$ cat src/rtl/csfs_regs.svh
// Timing counts and fixed values for the configuration stream output unit
`ifndef CSFS_REGS_SVH
`define CSFS_REGS_SVH

`define CSFS_CLK_MHZ          100
`define CSFS_SHIFT_HALF_NS    50
`define CSFS_SHIFT_HALF_CYC   ((`CSFS_SHIFT_HALF_NS * `CSFS_CLK_MHZ) / 1000)
`define CSFS_DONE_WAIT_SHIFTS 64
`define CSFS_FAIL_PULSE_NS    2000
`define CSFS_FAIL_PULSE_CYC   ((`CSFS_FAIL_PULSE_NS * `CSFS_CLK_MHZ + 999) / 1000)
`define CSFS_DONE_DATA        8'hff
`define CSFS_WAIT_DATA        8'h00

`endif

$ cat src/rtl/csfs_pkg.sv
// Types shared by the configuration stream output unit
package csfs_pkg;

    typedef enum logic [2:0] {
        CSFS_SER1,
        CSFS_SER2,
        CSFS_SER4,
        CSFS_SER8,
        CSFS_BYTE_PAR
    } csfs_mode_type;

    typedef enum logic [2:0] {
        CSFS_ST_WAIT,
        CSFS_ST_SEND,
        CSFS_ST_CHECK,
        CSFS_ST_DONE,
        CSFS_ST_FAIL
    } csfs_state_type;

endpackage

$ cat src/rtl/csfs_sync.sv
// Three-flop input synchroniser with agreement filter
`timescale 1ns/100ps

module csfs_sync #(
    parameter int           WIDTH = 1,
    parameter logic [WIDTH-1:0] RST_VAL = '0
) (
    input  wire logic             clk_in,
    input  wire logic             rst_n_in,
    input  wire logic [WIDTH-1:0] async_in,
    output logic      [WIDTH-1:0] level_out
);

    logic [WIDTH-1:0] s1_r;
    logic [WIDTH-1:0] s2_r;
    logic [WIDTH-1:0] s3_r;
    logic [WIDTH-1:0] level_nxt;

    // Accept a new level only once second and third stage agree
    always_comb begin
        level_nxt = level_out;
        for (int i = 0; i < WIDTH; i++) begin
            if (s2_r[i] == s3_r[i]) begin
                level_nxt[i] = s3_r[i];
            end
        end
    end

    // First stage feeds only the second stage
    always_ff @(posedge clk_in) begin
        if (!rst_n_in) begin
            s1_r      <= RST_VAL;
            s2_r      <= RST_VAL;
            s3_r      <= RST_VAL;
            level_out <= RST_VAL;
        end else begin
            s1_r      <= async_in;
            s2_r      <= s1_r;
            s3_r      <= s2_r;
            level_out <= level_nxt;
        end
    end

endmodule // csfs_sync

$ cat src/rtl/csfs_top.sv
// Configuration stream output and shared flash bus control
//
// What this block does
// - Byte parallel mode puts a whole byte on eight outputs per shift clock.
// - Any error on the shared status line halts and restarts the whole chain.
// - Only one configuration source per chain; no cascading of devices.
// - Single-bit serial shifts one bit on line zero, lines seven to one low until the last byte is out.
// - Concurrent serial drives n bits on the n lowest lines, n 1/2/4/8.
// - Mode width sets valid lines; lines above the width are driven low while streaming, high once the last byte is out.
// - Controller drives flash during config reads, programming and option read.
// - After completion the flash interface is released and the unit idles.
// - Status held low keeps the unit in reset, allowing external flash use.
// - Data changes so the FPGA latches it on the shift clock rising edge.
// - Start only with status high and done low; a status low pulse resets.
// - After completion the shift clock is held low and data driven high.
`timescale 1ns/100ps
`include "csfs_regs.svh"

module csfs_top
    import csfs_pkg::*;
#(
    parameter logic [7:0] HALF_CYC = 8'(`CSFS_SHIFT_HALF_CYC),
    parameter logic [7:0] FAIL_CYC = 8'(`CSFS_FAIL_PULSE_CYC)
) (
    input  wire logic          clk_in,
    input  wire logic          rst_n_in,
    input  wire csfs_mode_type mode_in,
    input  wire logic [7:0]    src_data_in,
    input  wire logic          src_valid_in,
    input  wire logic          src_last_in,
    input  wire logic          prog_active_in,
    input  wire logic          option_read_in,
    input  wire logic          status_in,
    input  wire logic          load_done_in,
    output logic               src_ready_out,
    output logic               config_shift_clock_out,
    output logic [7:0]         data_out,
    output logic               status_out,
    output logic               status_oe_out,
    output logic               flash_drive_out,
    output logic               idle_out
);

    generate
        // Fail pulse must last two cycles so its tail can be seen
        if (HALF_CYC < 8'h01 || FAIL_CYC < 8'h02) begin : g_bad_param
            $error("csfs_top: HALF_CYC must be at least one, FAIL_CYC at least two");
        end
    endgenerate

    localparam logic [6:0] DONE_WAIT = 7'(`CSFS_DONE_WAIT_SHIFTS);

    csfs_state_type st_r, st_nxt;
    csfs_mode_type  mode_r, mode_nxt;
    logic [7:0]     sh_r, sh_nxt;
    logic [7:0]     data_nxt;
    logic [2:0]     rem_r, rem_nxt;
    logic           have_r, have_nxt;
    logic           last_r, last_nxt;
    logic [7:0]     div_r, div_nxt;
    logic [6:0]     chk_r, chk_nxt;
    logic [7:0]     fail_r, fail_nxt;
    logic           clk_nxt;
    logic           ready_nxt;
    logic           oe_nxt;
    logic           flash_nxt;
    logic           idle_nxt;
    logic           status_s;
    logic           done_s;
    logic           take;
    logic           tick;

    // Status and load-complete come from other chips
    csfs_sync #(
        .WIDTH   (2),
        .RST_VAL (2'h0)
    ) u_sync (
        .clk_in    (clk_in),
        .rst_n_in  (rst_n_in),
        .async_in  ({status_in, load_done_in}),
        .level_out ({status_s, done_s})
    );

    // Bits shifted per shift clock cycle
    function automatic logic [3:0] step_of(csfs_mode_type m);
        unique case (m)
            CSFS_SER1: step_of = 4'h1;
            CSFS_SER2: step_of = 4'h2;
            CSFS_SER4: step_of = 4'h4;
            default:   step_of = 4'h8;
        endcase
    endfunction

    // Shift clock cycles left in a byte after the first
    function automatic logic [2:0] rem_of(csfs_mode_type m);
        unique case (m)
            CSFS_SER1: rem_of = 3'h7;
            CSFS_SER2: rem_of = 3'h3;
            CSFS_SER4: rem_of = 3'h1;
            default:   rem_of = 3'h0;
        endcase
    endfunction

    // Top bits of the byte go out first; unused lines low
    function automatic logic [7:0] chunk_of(csfs_mode_type m, logic [7:0] b);
        unique case (m)
            CSFS_SER1: chunk_of = {7'h00, b[7]};
            CSFS_SER2: chunk_of = {6'h00, b[7:6]};
            CSFS_SER4: chunk_of = {4'h0, b[7:4]};
            default:   chunk_of = b;
        endcase
    endfunction

    assign take = src_ready_out && src_valid_in;
    assign tick = (div_r == 8'h00);

    // Sequencer: wait, stream, confirm, finish or fail
    always_comb begin
        st_nxt   = st_r;
        mode_nxt = mode_r;
        sh_nxt   = sh_r;
        data_nxt = data_out;
        rem_nxt  = rem_r;
        have_nxt = have_r;
        last_nxt = last_r;
        div_nxt  = tick ? HALF_CYC - 8'h01 : div_r - 8'h01;
        chk_nxt  = chk_r;
        fail_nxt = fail_r;
        clk_nxt  = config_shift_clock_out;
        unique case (st_r)
            CSFS_ST_WAIT: begin
                clk_nxt  = 1'b0;
                data_nxt = `CSFS_WAIT_DATA;
                have_nxt = 1'b0;
                rem_nxt  = 3'h0;
                last_nxt = 1'b0;
                div_nxt  = HALF_CYC - 8'h01;
                if (status_s && !done_s) begin
                    st_nxt   = CSFS_ST_SEND;
                    mode_nxt = mode_in;
                end
            end
            CSFS_ST_SEND: begin
                // Falling edge: next chunk appears while clock is low
                if (tick && config_shift_clock_out) begin
                    clk_nxt  = 1'b0;
                    have_nxt = 1'b0;
                    if (rem_r != 3'h0) begin
                        sh_nxt   = sh_r << step_of(mode_r);
                        data_nxt = chunk_of(mode_r, sh_r << step_of(mode_r));
                        rem_nxt  = rem_r - 3'h1;
                        have_nxt = 1'b1;
                    end else if (last_r) begin
                        st_nxt   = CSFS_ST_CHECK;
                        data_nxt = `CSFS_DONE_DATA;
                        chk_nxt  = 7'h00;
                    end
                end else if (tick && have_r) begin
                    clk_nxt = 1'b1;
                end
                // Empty source simply pauses the shift clock low
                if (take) begin
                    sh_nxt   = src_data_in;
                    data_nxt = chunk_of(mode_r, src_data_in);
                    rem_nxt  = rem_of(mode_r);
                    have_nxt = 1'b1;
                    last_nxt = src_last_in;
                end
            end
            CSFS_ST_CHECK: begin
                if (tick) begin
                    clk_nxt = !config_shift_clock_out;
                    if (config_shift_clock_out) begin
                        chk_nxt = chk_r + 7'h01;
                    end
                end
                if (done_s) begin
                    st_nxt  = CSFS_ST_DONE;
                    clk_nxt = 1'b0;
                end else if (chk_r == DONE_WAIT) begin
                    st_nxt   = CSFS_ST_FAIL;
                    fail_nxt = FAIL_CYC - 8'h01;
                    clk_nxt  = 1'b0;
                end
            end
            CSFS_ST_DONE: begin
                clk_nxt  = 1'b0;
                data_nxt = `CSFS_DONE_DATA;
            end
            CSFS_ST_FAIL: begin
                clk_nxt = 1'b0;
                if (fail_r == 8'h00) begin
                    st_nxt = CSFS_ST_WAIT;
                end else begin
                    fail_nxt = fail_r - 8'h01;
                end
            end
            default: begin
                st_nxt = CSFS_ST_WAIT;
            end
        endcase
        // Status low from anyone else resets the sequence; own pulse is timed out
        if (!status_s && st_r != CSFS_ST_FAIL && st_nxt != CSFS_ST_FAIL) begin
            st_nxt = CSFS_ST_WAIT;
        end
    end

    // Pin-side outputs derived from the next state
    always_comb begin
        ready_nxt = (st_nxt == CSFS_ST_SEND) && !have_nxt && (rem_nxt == 3'h0) &&
                    !last_nxt && !clk_nxt && !take;
        oe_nxt    = (st_nxt == CSFS_ST_FAIL);
        // Single owner of the flash bus, nothing to arbitrate
        flash_nxt = (st_nxt == CSFS_ST_SEND) || (st_nxt == CSFS_ST_CHECK) ||
                    prog_active_in || option_read_in;
        idle_nxt  = (st_nxt == CSFS_ST_DONE) && !flash_nxt;
    end

    // Register all state and outputs
    always_ff @(posedge clk_in) begin
        if (!rst_n_in) begin
            st_r                   <= CSFS_ST_WAIT;
            mode_r                 <= CSFS_SER1;
            sh_r                   <= 8'h00;
            rem_r                  <= 3'h0;
            have_r                 <= 1'b0;
            last_r                 <= 1'b0;
            div_r                  <= 8'h00;
            chk_r                  <= 7'h00;
            fail_r                 <= 8'h00;
            config_shift_clock_out <= 1'b0;
            data_out               <= 8'h00;
            src_ready_out          <= 1'b0;
            status_out             <= 1'b0;
            status_oe_out          <= 1'b0;
            flash_drive_out        <= 1'b0;
            idle_out               <= 1'b0;
        end else begin
            st_r                   <= st_nxt;
            mode_r                 <= mode_nxt;
            sh_r                   <= sh_nxt;
            rem_r                  <= rem_nxt;
            have_r                 <= have_nxt;
            last_r                 <= last_nxt;
            div_r                  <= div_nxt;
            chk_r                  <= chk_nxt;
            fail_r                 <= fail_nxt;
            config_shift_clock_out <= clk_nxt;
            data_out               <= data_nxt;
            src_ready_out          <= ready_nxt;
            status_out             <= 1'b0; // Open drain, only ever pulls low
            status_oe_out          <= oe_nxt;
            flash_drive_out        <= flash_nxt;
            idle_out               <= idle_nxt;
        end
    end
endmodule // csfs_top

$ cat config.mk
export PLATFORM = sky130hd
export DESIGN_NAME = csfs_top
export DESIGN_NICKNAME = d
export VERILOG_FILES = /design/src/rtl/csfs_pkg.sv /design/src/rtl/csfs_sync.sv /design/src/rtl/csfs_top.sv
export VERILOG_INCLUDE_DIRS = /design/src /design/src/rtl
export SDC_FILE = /design/constraint.sdc
export NUM_CORES = 1
export LEC_CHECK = 0
export ABC_AREA = 1
export BUFFER_PORTS_ARGS = -buffer_cell sky130_fd_sc_hd__buf_2
export CAP_MARGIN = 15
export CELL_PAD_IN_SITES_DETAIL_PLACEMENT = 1
export CELL_PAD_IN_SITES_GLOBAL_PLACEMENT = 1
export CORE_ASPECT_RATIO = 1.4
export CORE_MARGIN = 2
export CORE_UTILIZATION = 30
export DETAILED_ROUTE_END_ITERATION = 8
export PLACE_DENSITY = 0.66
export SYNTH_ARGS = -nofsm -noshare
export SYNTH_HDL_FRONTEND = slang
export SYNTH_HIERARCHICAL = 1
export SYNTH_SLANG_ARGS = --single-unit
$ cat constraint.sdc
create_clock -name clk_in -period 5.9 [get_ports clk_in]
set_clock_uncertainty 0.15 [all_clocks]
set_input_delay 0 -clock clk_in [delete_from_list [all_inputs] [get_ports clk_in]]
set_output_delay 0 -clock clk_in [all_outputs]
set_load 0.01 [all_outputs]
==> results.json, run 1 <==
{
  "num_rows": 47,
  "synthAdderAreaFrac": 0.0318,
  "cp_max_fo": 8,
  "fin_util": 0.362,
  "max_cap_violations": 0,
  "place_hpwl_um": 7840,
  "groute.layer.met2.usage": 0.319,
  "firstDrtPassIters": 4,
  "crit_path_start_kind": "flip-flop",
  "crit_required_ps": 5960,
  "cts_hold_buf": 15,
  "area_delta_synth_final_pct": 19.6,
  "synth-seq-cells": 63,
  "yosysTopAreaCell": "dfxtp_1",
  "antenna_found_initial": 0,
  "worstPathArrival_ps": 2540,
  "synth_top_family_by_area": "simple AND/OR/NAND/NOR gates",
  "synth_top_area_frac": 0.356,
  "grt_pass1_wl_um": 17200,
  "grt_setup_unrepaired": "false",
  "cts_resized": 0,
  "cts_tree": "yes",
  "synthSimpleGateAreaFrac": 0.327,
  "nets": 578,
  "synth_nets": 532,
  "io_buffers": 31,
  "hp-class": "in2reg",
  "synth_compound_area_frac": 0.154,
  "async_flop_share": 0,
  "vias": 3459,
  "slowest_stage": "ha_1",
  "numCtsBuffers": 9,
  "tightest_slew_ps": 593,
  "worstSkewPairLatency_ps": 340,
  "core_sq_mm": 0.0117,
  "drt_wl_total_um": 10400,
  "peakVddDrop_uv": 121,
  "drt_iter0_markers": 111,
  "clockBufferDepth": 2,
  "die-area_sq_mm": 0.0127,
  "first_global_vias": 3722,
  "synth_seq_area_share": 0.356,
  "routedWlPerCell_um": 14.9,
  "dpl_cell_area_sq_mm": 0.00381,
  "p_leak_nw": 1.93,
  "cts_setup_buffers": 0,
  "final_common_cell": "nand2_1",
  "grt_use_total": 0.175,
  "avgSynthCellArea_sq_um": 7.03,
  "die_y_um": 133,
  "clk_pin_slew_ps": 50,
  "grt_util_met3": 0.0308,
  "synth_cell_type_count": 43,
  "ys.flop_type": "dfxtp_1",
  "status": "complete, no violations",
  "drv_slew": 0,
  "cts-root-buf": "clkbuf_16",
  "io-pin-count": 33,
  "viasPerCell": 4.93,
  "grt.met1_usage": 0.180,
  "cpPeakStageDelay_ps": 400,
  "cts_max_level": 3,
  "whs_ps": 19.6,
  "cts_sinks": 63,
  "endpoint_kind": "flip-flop",
  "drc_errors": 0,
  "synth-edff-count": 0,
  "finalSetupTns_ps": 0,
  "synth_xor_area_frac": 0.0272,
  "yosysWarnings": 6,
  "finalSetupViolations": 0,
  "p_per_area_mw_per_mm2": 226,
  "fmax_ghz": 0.403,
  "muxShareOfSynthArea": 0,
  "hold_viol": 0,
  "drive_gt1_frac": 0.162,
  "finalCriticalPeriod_ps": 2480,
  "fin_crit_sh": 0.421,
  "grt_overflow": 0,
  "start_util": 0.303,
  "antennaDiodeCount": 0,
  "grt_max_degree": 28,
  "max-slew-margin-rel": 0.604,
  "critical_path_class": "reg2reg",
  "die_x_um": 95.9,
  "postRouteAntennaNets": 0,
  "grt-busiest-layer": "met2",
  "synthCells": 504,
  "place.gp.congestion": 0.821,
  "fin_area_sq_mm": 0.00424,
  "layout.cells.most_common_list": "nand2_1, inv_1, dfxtp_1",
  "synth_area_leaders": "dfxtp_1, nand2_1, inv_1",
  "syn_area_sq_mm": 0.00354,
  "crit_chain": "inv_1, ha_1, nand3_1, nor3_2, ha_1, inv_1, nand2_1, o21ai_0, nand2_2, o21ai_2, nor2_1, a21oi_1"
}
-- final cells by class --
type	instances	area (sq um)
clock buffers	9	225
clock inverters	7	48.8
fillers	1488	7460
inverters	77	292
multi-input cells	352	1920
flip-flops and latches	63	1260
well taps	147	184
repair buffers	47	313
-- cells in the mapped netlist (2+ instances only) --
master,n
a211oi_1,3
a21oi_1,46
a221oi_1,2
a31oi_1,4
buf_2,2
buf_6,3
clkbuf_1,5
clkinv_1,2
dfxtp_1,63
ha_1,9
inv_1,66
inv_2,8
nand2_1,101
nand2_2,5
nand2_4,3
nand3_1,44
nand3_2,4
nand3_4,2
nand3b_4,2
nand4_1,6
nor2_1,49
nor2_2,2
nor2_4,4
nor3_1,2
nor3_2,2
o21ai_0,32
o21ai_1,2
o21ai_2,3
o221ai_1,2
o22ai_1,3
or2_2,2
xor2_1,10
-- worst paths after layout --
kind	start	endpoint	slack, ps	cells past startpoint
max	div_r[0]$_SDFF_PP0_	data_out[1]$_SDFFE_PN0P_	3420	12
min	src_data_in[6]	data_out[2]$_SDFFE_PN0P_	20	5
max reg2reg	div_r[0]$_SDFF_PP0_	data_out[1]$_SDFFE_PN0P_	3420	12
min reg2reg	div_r[0]$_SDFF_PP0_	div_r[0]$_SDFF_PP0_	270	1
-- power by group --
part / internal, mW / leakage (nW) / switching (mW) / total [mW]
Sequential: 0.428 / 0.509 / 0.00136 / 0.429
Clock: 0.284 / 0.124 / 0.210 / 0.494
Combinational: 0.0168 / 1.29 / 0.0203 / 0.0371
Total: 0.729 / 1.93 / 0.231 / 0.960
-- registers in the layout, indices dropped and copies added, names as in the netlist, 2 cells and up --
name,cells
u_sync/s1_r,2
chk_r,7
u_sync/s2_r,2
data_out,8
st_r,3
fail_r,8
mode_r,3
div_r,8
u_sync/level_out,2
u_sync/s3_r,2
sh_r,8
rem_r,3
-- kinds of logic after synthesis --
kind of cell	count (synthesis)
AOI/OAI and AO/OA	99
xor gates and xnor gates	11
adders and majority gates	9
buffers and inverters	89
DFF	63
other	1
and+or+nand+nor	232
-- routing by layer --
metal  wire, um  vias up  part of all wire
li1           -     1731                 -
met1       4120     1653              0.39
met2       5680       47              0.54
met3        230       28             0.022
met4        407        0             0.039
met5          0        -                 0
-- critical path: cells and delay by family (launching register included) --
| family | cells | cell delay (ps) |
|---|---|---|
| buf+inv | 2 | 160 |
| simple gates | 5 | 810 |
| fa+ha+maj | 2 | 550 |
| flops | 1 | 310 |
| compound gates | 3 | 370 |
-- stage by stage --
| step | instances | total power, mW | setup slack (ps) |
|---|---|---|---|
| 2_1_floorplan | 504 | 0.455 | 3790 |
| 3_3_place_gp | 671 | 0.468 | 3540 |
| 3_5_place_dp | 671 | 0.468 | 3420 |
| 4_1_cts | 702 | 0.979 | 3380 |
| 5_1_grt | 702 | 1.00 | 3120 |
| 6_report | 702 | 0.960 | 3420 |
Note: power is estimated with default switching activity, not from simulation.
==> inputs of run 2 (changes only) <==
==> constraint.sdc (replaced) <==
create_clock -name clk_in -period 2.5 [get_ports clk_in]
set_clock_uncertainty 0.15 [all_clocks]
set_input_delay 0 -clock clk_in [delete_from_list [all_inputs] [get_ports clk_in]]
set_output_delay 0 -clock clk_in [all_outputs]
set_load 0.01 [all_outputs]
==> results.json, run 2 (synthesis gave the netlist of run 1 again) <==
{
  "layout.cells.most_common_list": "nand2_1, inv_1, dfxtp_1",
  "hold_start": "src_last_in",
  "grt-busiest-layer": "met2",
  "grt_setup_unrepaired": "false",
  "rrSetupSlack_ps": 350,
  "fin_cells": 706,
  "drive_gt1_frac": 0.170,
  "finalSetupViolations": 0,
  "drt_iter0_markers": 70,
  "cts_resized": 0,
  "grt_use_total": 0.175,
  "max_cap_violations": 0,
  "critical_path_class": "reg2reg",
  "antenna_found_initial": 0,
  "endpoint_kind": "flip-flop",
  "hold_end": "last_r$_SDFF_PN0_",
  "p_int_mw": 1.84,
  "cts_hold_buf": 12,
  "p_leak_nw": 1.97,
  "worst_slack_ps": 351,
  "cts_sinks": 63,
  "cts_setup_buffers": 0,
  "power_switching_mw": 0.498,
  "pwr-share-comb": 0.037,
  "finalSetupTns_ps": 0,
  "hold_viol": 1,
  "postRouteAntennaNets": 0,
  "worstPathArrival_ps": 2240,
  "die_x_um": 95.9,
  "numCtsBuffers": 9,
  "vias": 3459,
  "nets": 582,
  "grt_util_met3": 0.0353,
  "whs_ps": -3.11,
  "whs_path_depth": 5,
  "core_sq_mm": 0.0117,
  "cts_max_level": 3,
  "dpl_cell_area_sq_mm": 0.00387,
  "finalCriticalPeriod_ps": 2150,
  "start_util": 0.303,
  "drt_wl_total_um": 10400,
  "die_y_um": 133,
  "peakVddDrop_uv": 289,
  "viasPerCell": 4.90,
  "critPathLaunch": "div_r[0]$_SDFF_PP0_",
  "clockBufferDepth": 2,
  "place_inst": 678,
  "io_buffers": 31,
  "grt_max_degree": 27,
  "drc_errors": 0,
  "fin_area_sq_mm": 0.00428,
  "dpl_worst_slack_ps": 340,
  "area_delta_synth_final_pct": 20.8,
  "first_global_vias": 3637,
  "clk_pin_slew_ps": 50,
  "num_rows": 47,
  "firstDrtPassIters": 4,
  "reg2reg_to": "data_out[4]$_SDFFE_PN0P_",
  "r2r-start": "div_r[0]$_SDFF_PP0_",
  "cts-root-buf": "clkbuf_16",
  "ff2ff_path_depth": 13,
  "fmax_ghz": 0.465,
  "grt.met1_usage": 0.180,
  "crit_required_ps": 2590,
  "grt_pass1_wl_um": 17200,
  "cts_tree": "yes",
  "routedWlPerCell_um": 14.7,
  "seqPwrFrac": 0.433,
  "place.gp.congestion": 0.877,
  "place_hpwl_um": 8050,
  "fin_crit_sh": 0.860,
  "crit_path_start_kind": "flip-flop",
  "io-pin-count": 33,
  "switching_share": 0.213,
  "groute.layer.met2.usage": 0.317,
  "final_common_cell": "nand2_1",
  "grt_overflow": 0,
  "fin_util": 0.366,
  "p_per_area_mw_per_mm2": 547,
  "hp-class": "in2reg",
  "cp_max_fo": 7,
  "die-area_sq_mm": 0.0127,
  "pwr-share-clk": 0.530,
  "antennaDiodeCount": 0,
  "worstSkewPairLatency_ps": 320,
  "status": "finished, violations left",
  "drv_slew": 0,
  "failed_checks": "hold timing"
}
==> run 2: layout make-up <==
| type | count | area, sq um |
|---|---|---|
| Sequential cell | 63 | 1260 |
| Inverter | 77 | 292 |
| Clock inverter | 4 | 45.0 |
| Fill cell | 1481 | 7420 |
| Tap cell | 147 | 184 |
| Clock buffer | 12 | 246 |
| Multi-Input combinational cell | 352 | 1920 |
| Timing Repair Buffer | 51 | 335 |
==> run 2: worst max path at each step <==
stage                                           to  slack [ps]
final                     data_out[4]$_SDFFE_PN0P_         350
after global routing      data_out[7]$_SDFFE_PN0P_         100
after CTS                 data_out[4]$_SDFFE_PN0P_         310
after detailed placement  data_out[2]$_SDFFE_PN0P_         340
after global placement    data_out[4]$_SDFFE_PN0P_         470
after floorplan           data_out[7]$_SDFFE_PN0P_         390
==> run 2: metal layers <==
metal,vias up,part of all wire
met1,1640,0.39
li1,1736,-
met3,24,0.024
met5,-,0
met2,59,0.55
met4,0,0.038
==> run 2: worst max-delay path, stage by stage, from the launching register on <==
cell	delay, ps
dfxtp_1	320
inv_1	100
ha_1	160
nand3_1	90
nor3_2	150
ha_1	200
inv_1	40
nand2_1	120
o21ai_0	130
nand2_2	80
o21ai_2	120
nor3_4	200
nand2_1	80
a21oi_1	130
==> run 2: through the flow <==
| stage | hold slack [ps] | power (mW) |
|---|---|---|
| CTS | 2.88 | 2.38 |
| floorplan | -56.5 | 1.07 |
| detailed placement | 52.4 | 1.11 |
| global route | 21.4 | 2.45 |
| finish | -3.11 | 2.34 |
| global placement | 38.6 | 1.11 |
==> run 2: power by group through the flow <==
stage | Clock [mW] | Sequential (mW) | Combinational [mW]
after floorplan | 0 | 1.04 | 0.0394
after global placement | 0 | 1.04 | 0.0731
after detailed placement | 0 | 1.04 | 0.0740
after CTS | 1.28 | 1.01 | 0.0891
after global routing | 1.34 | 1.01 | 0.0972
final | 1.24 | 1.01 | 0.0870
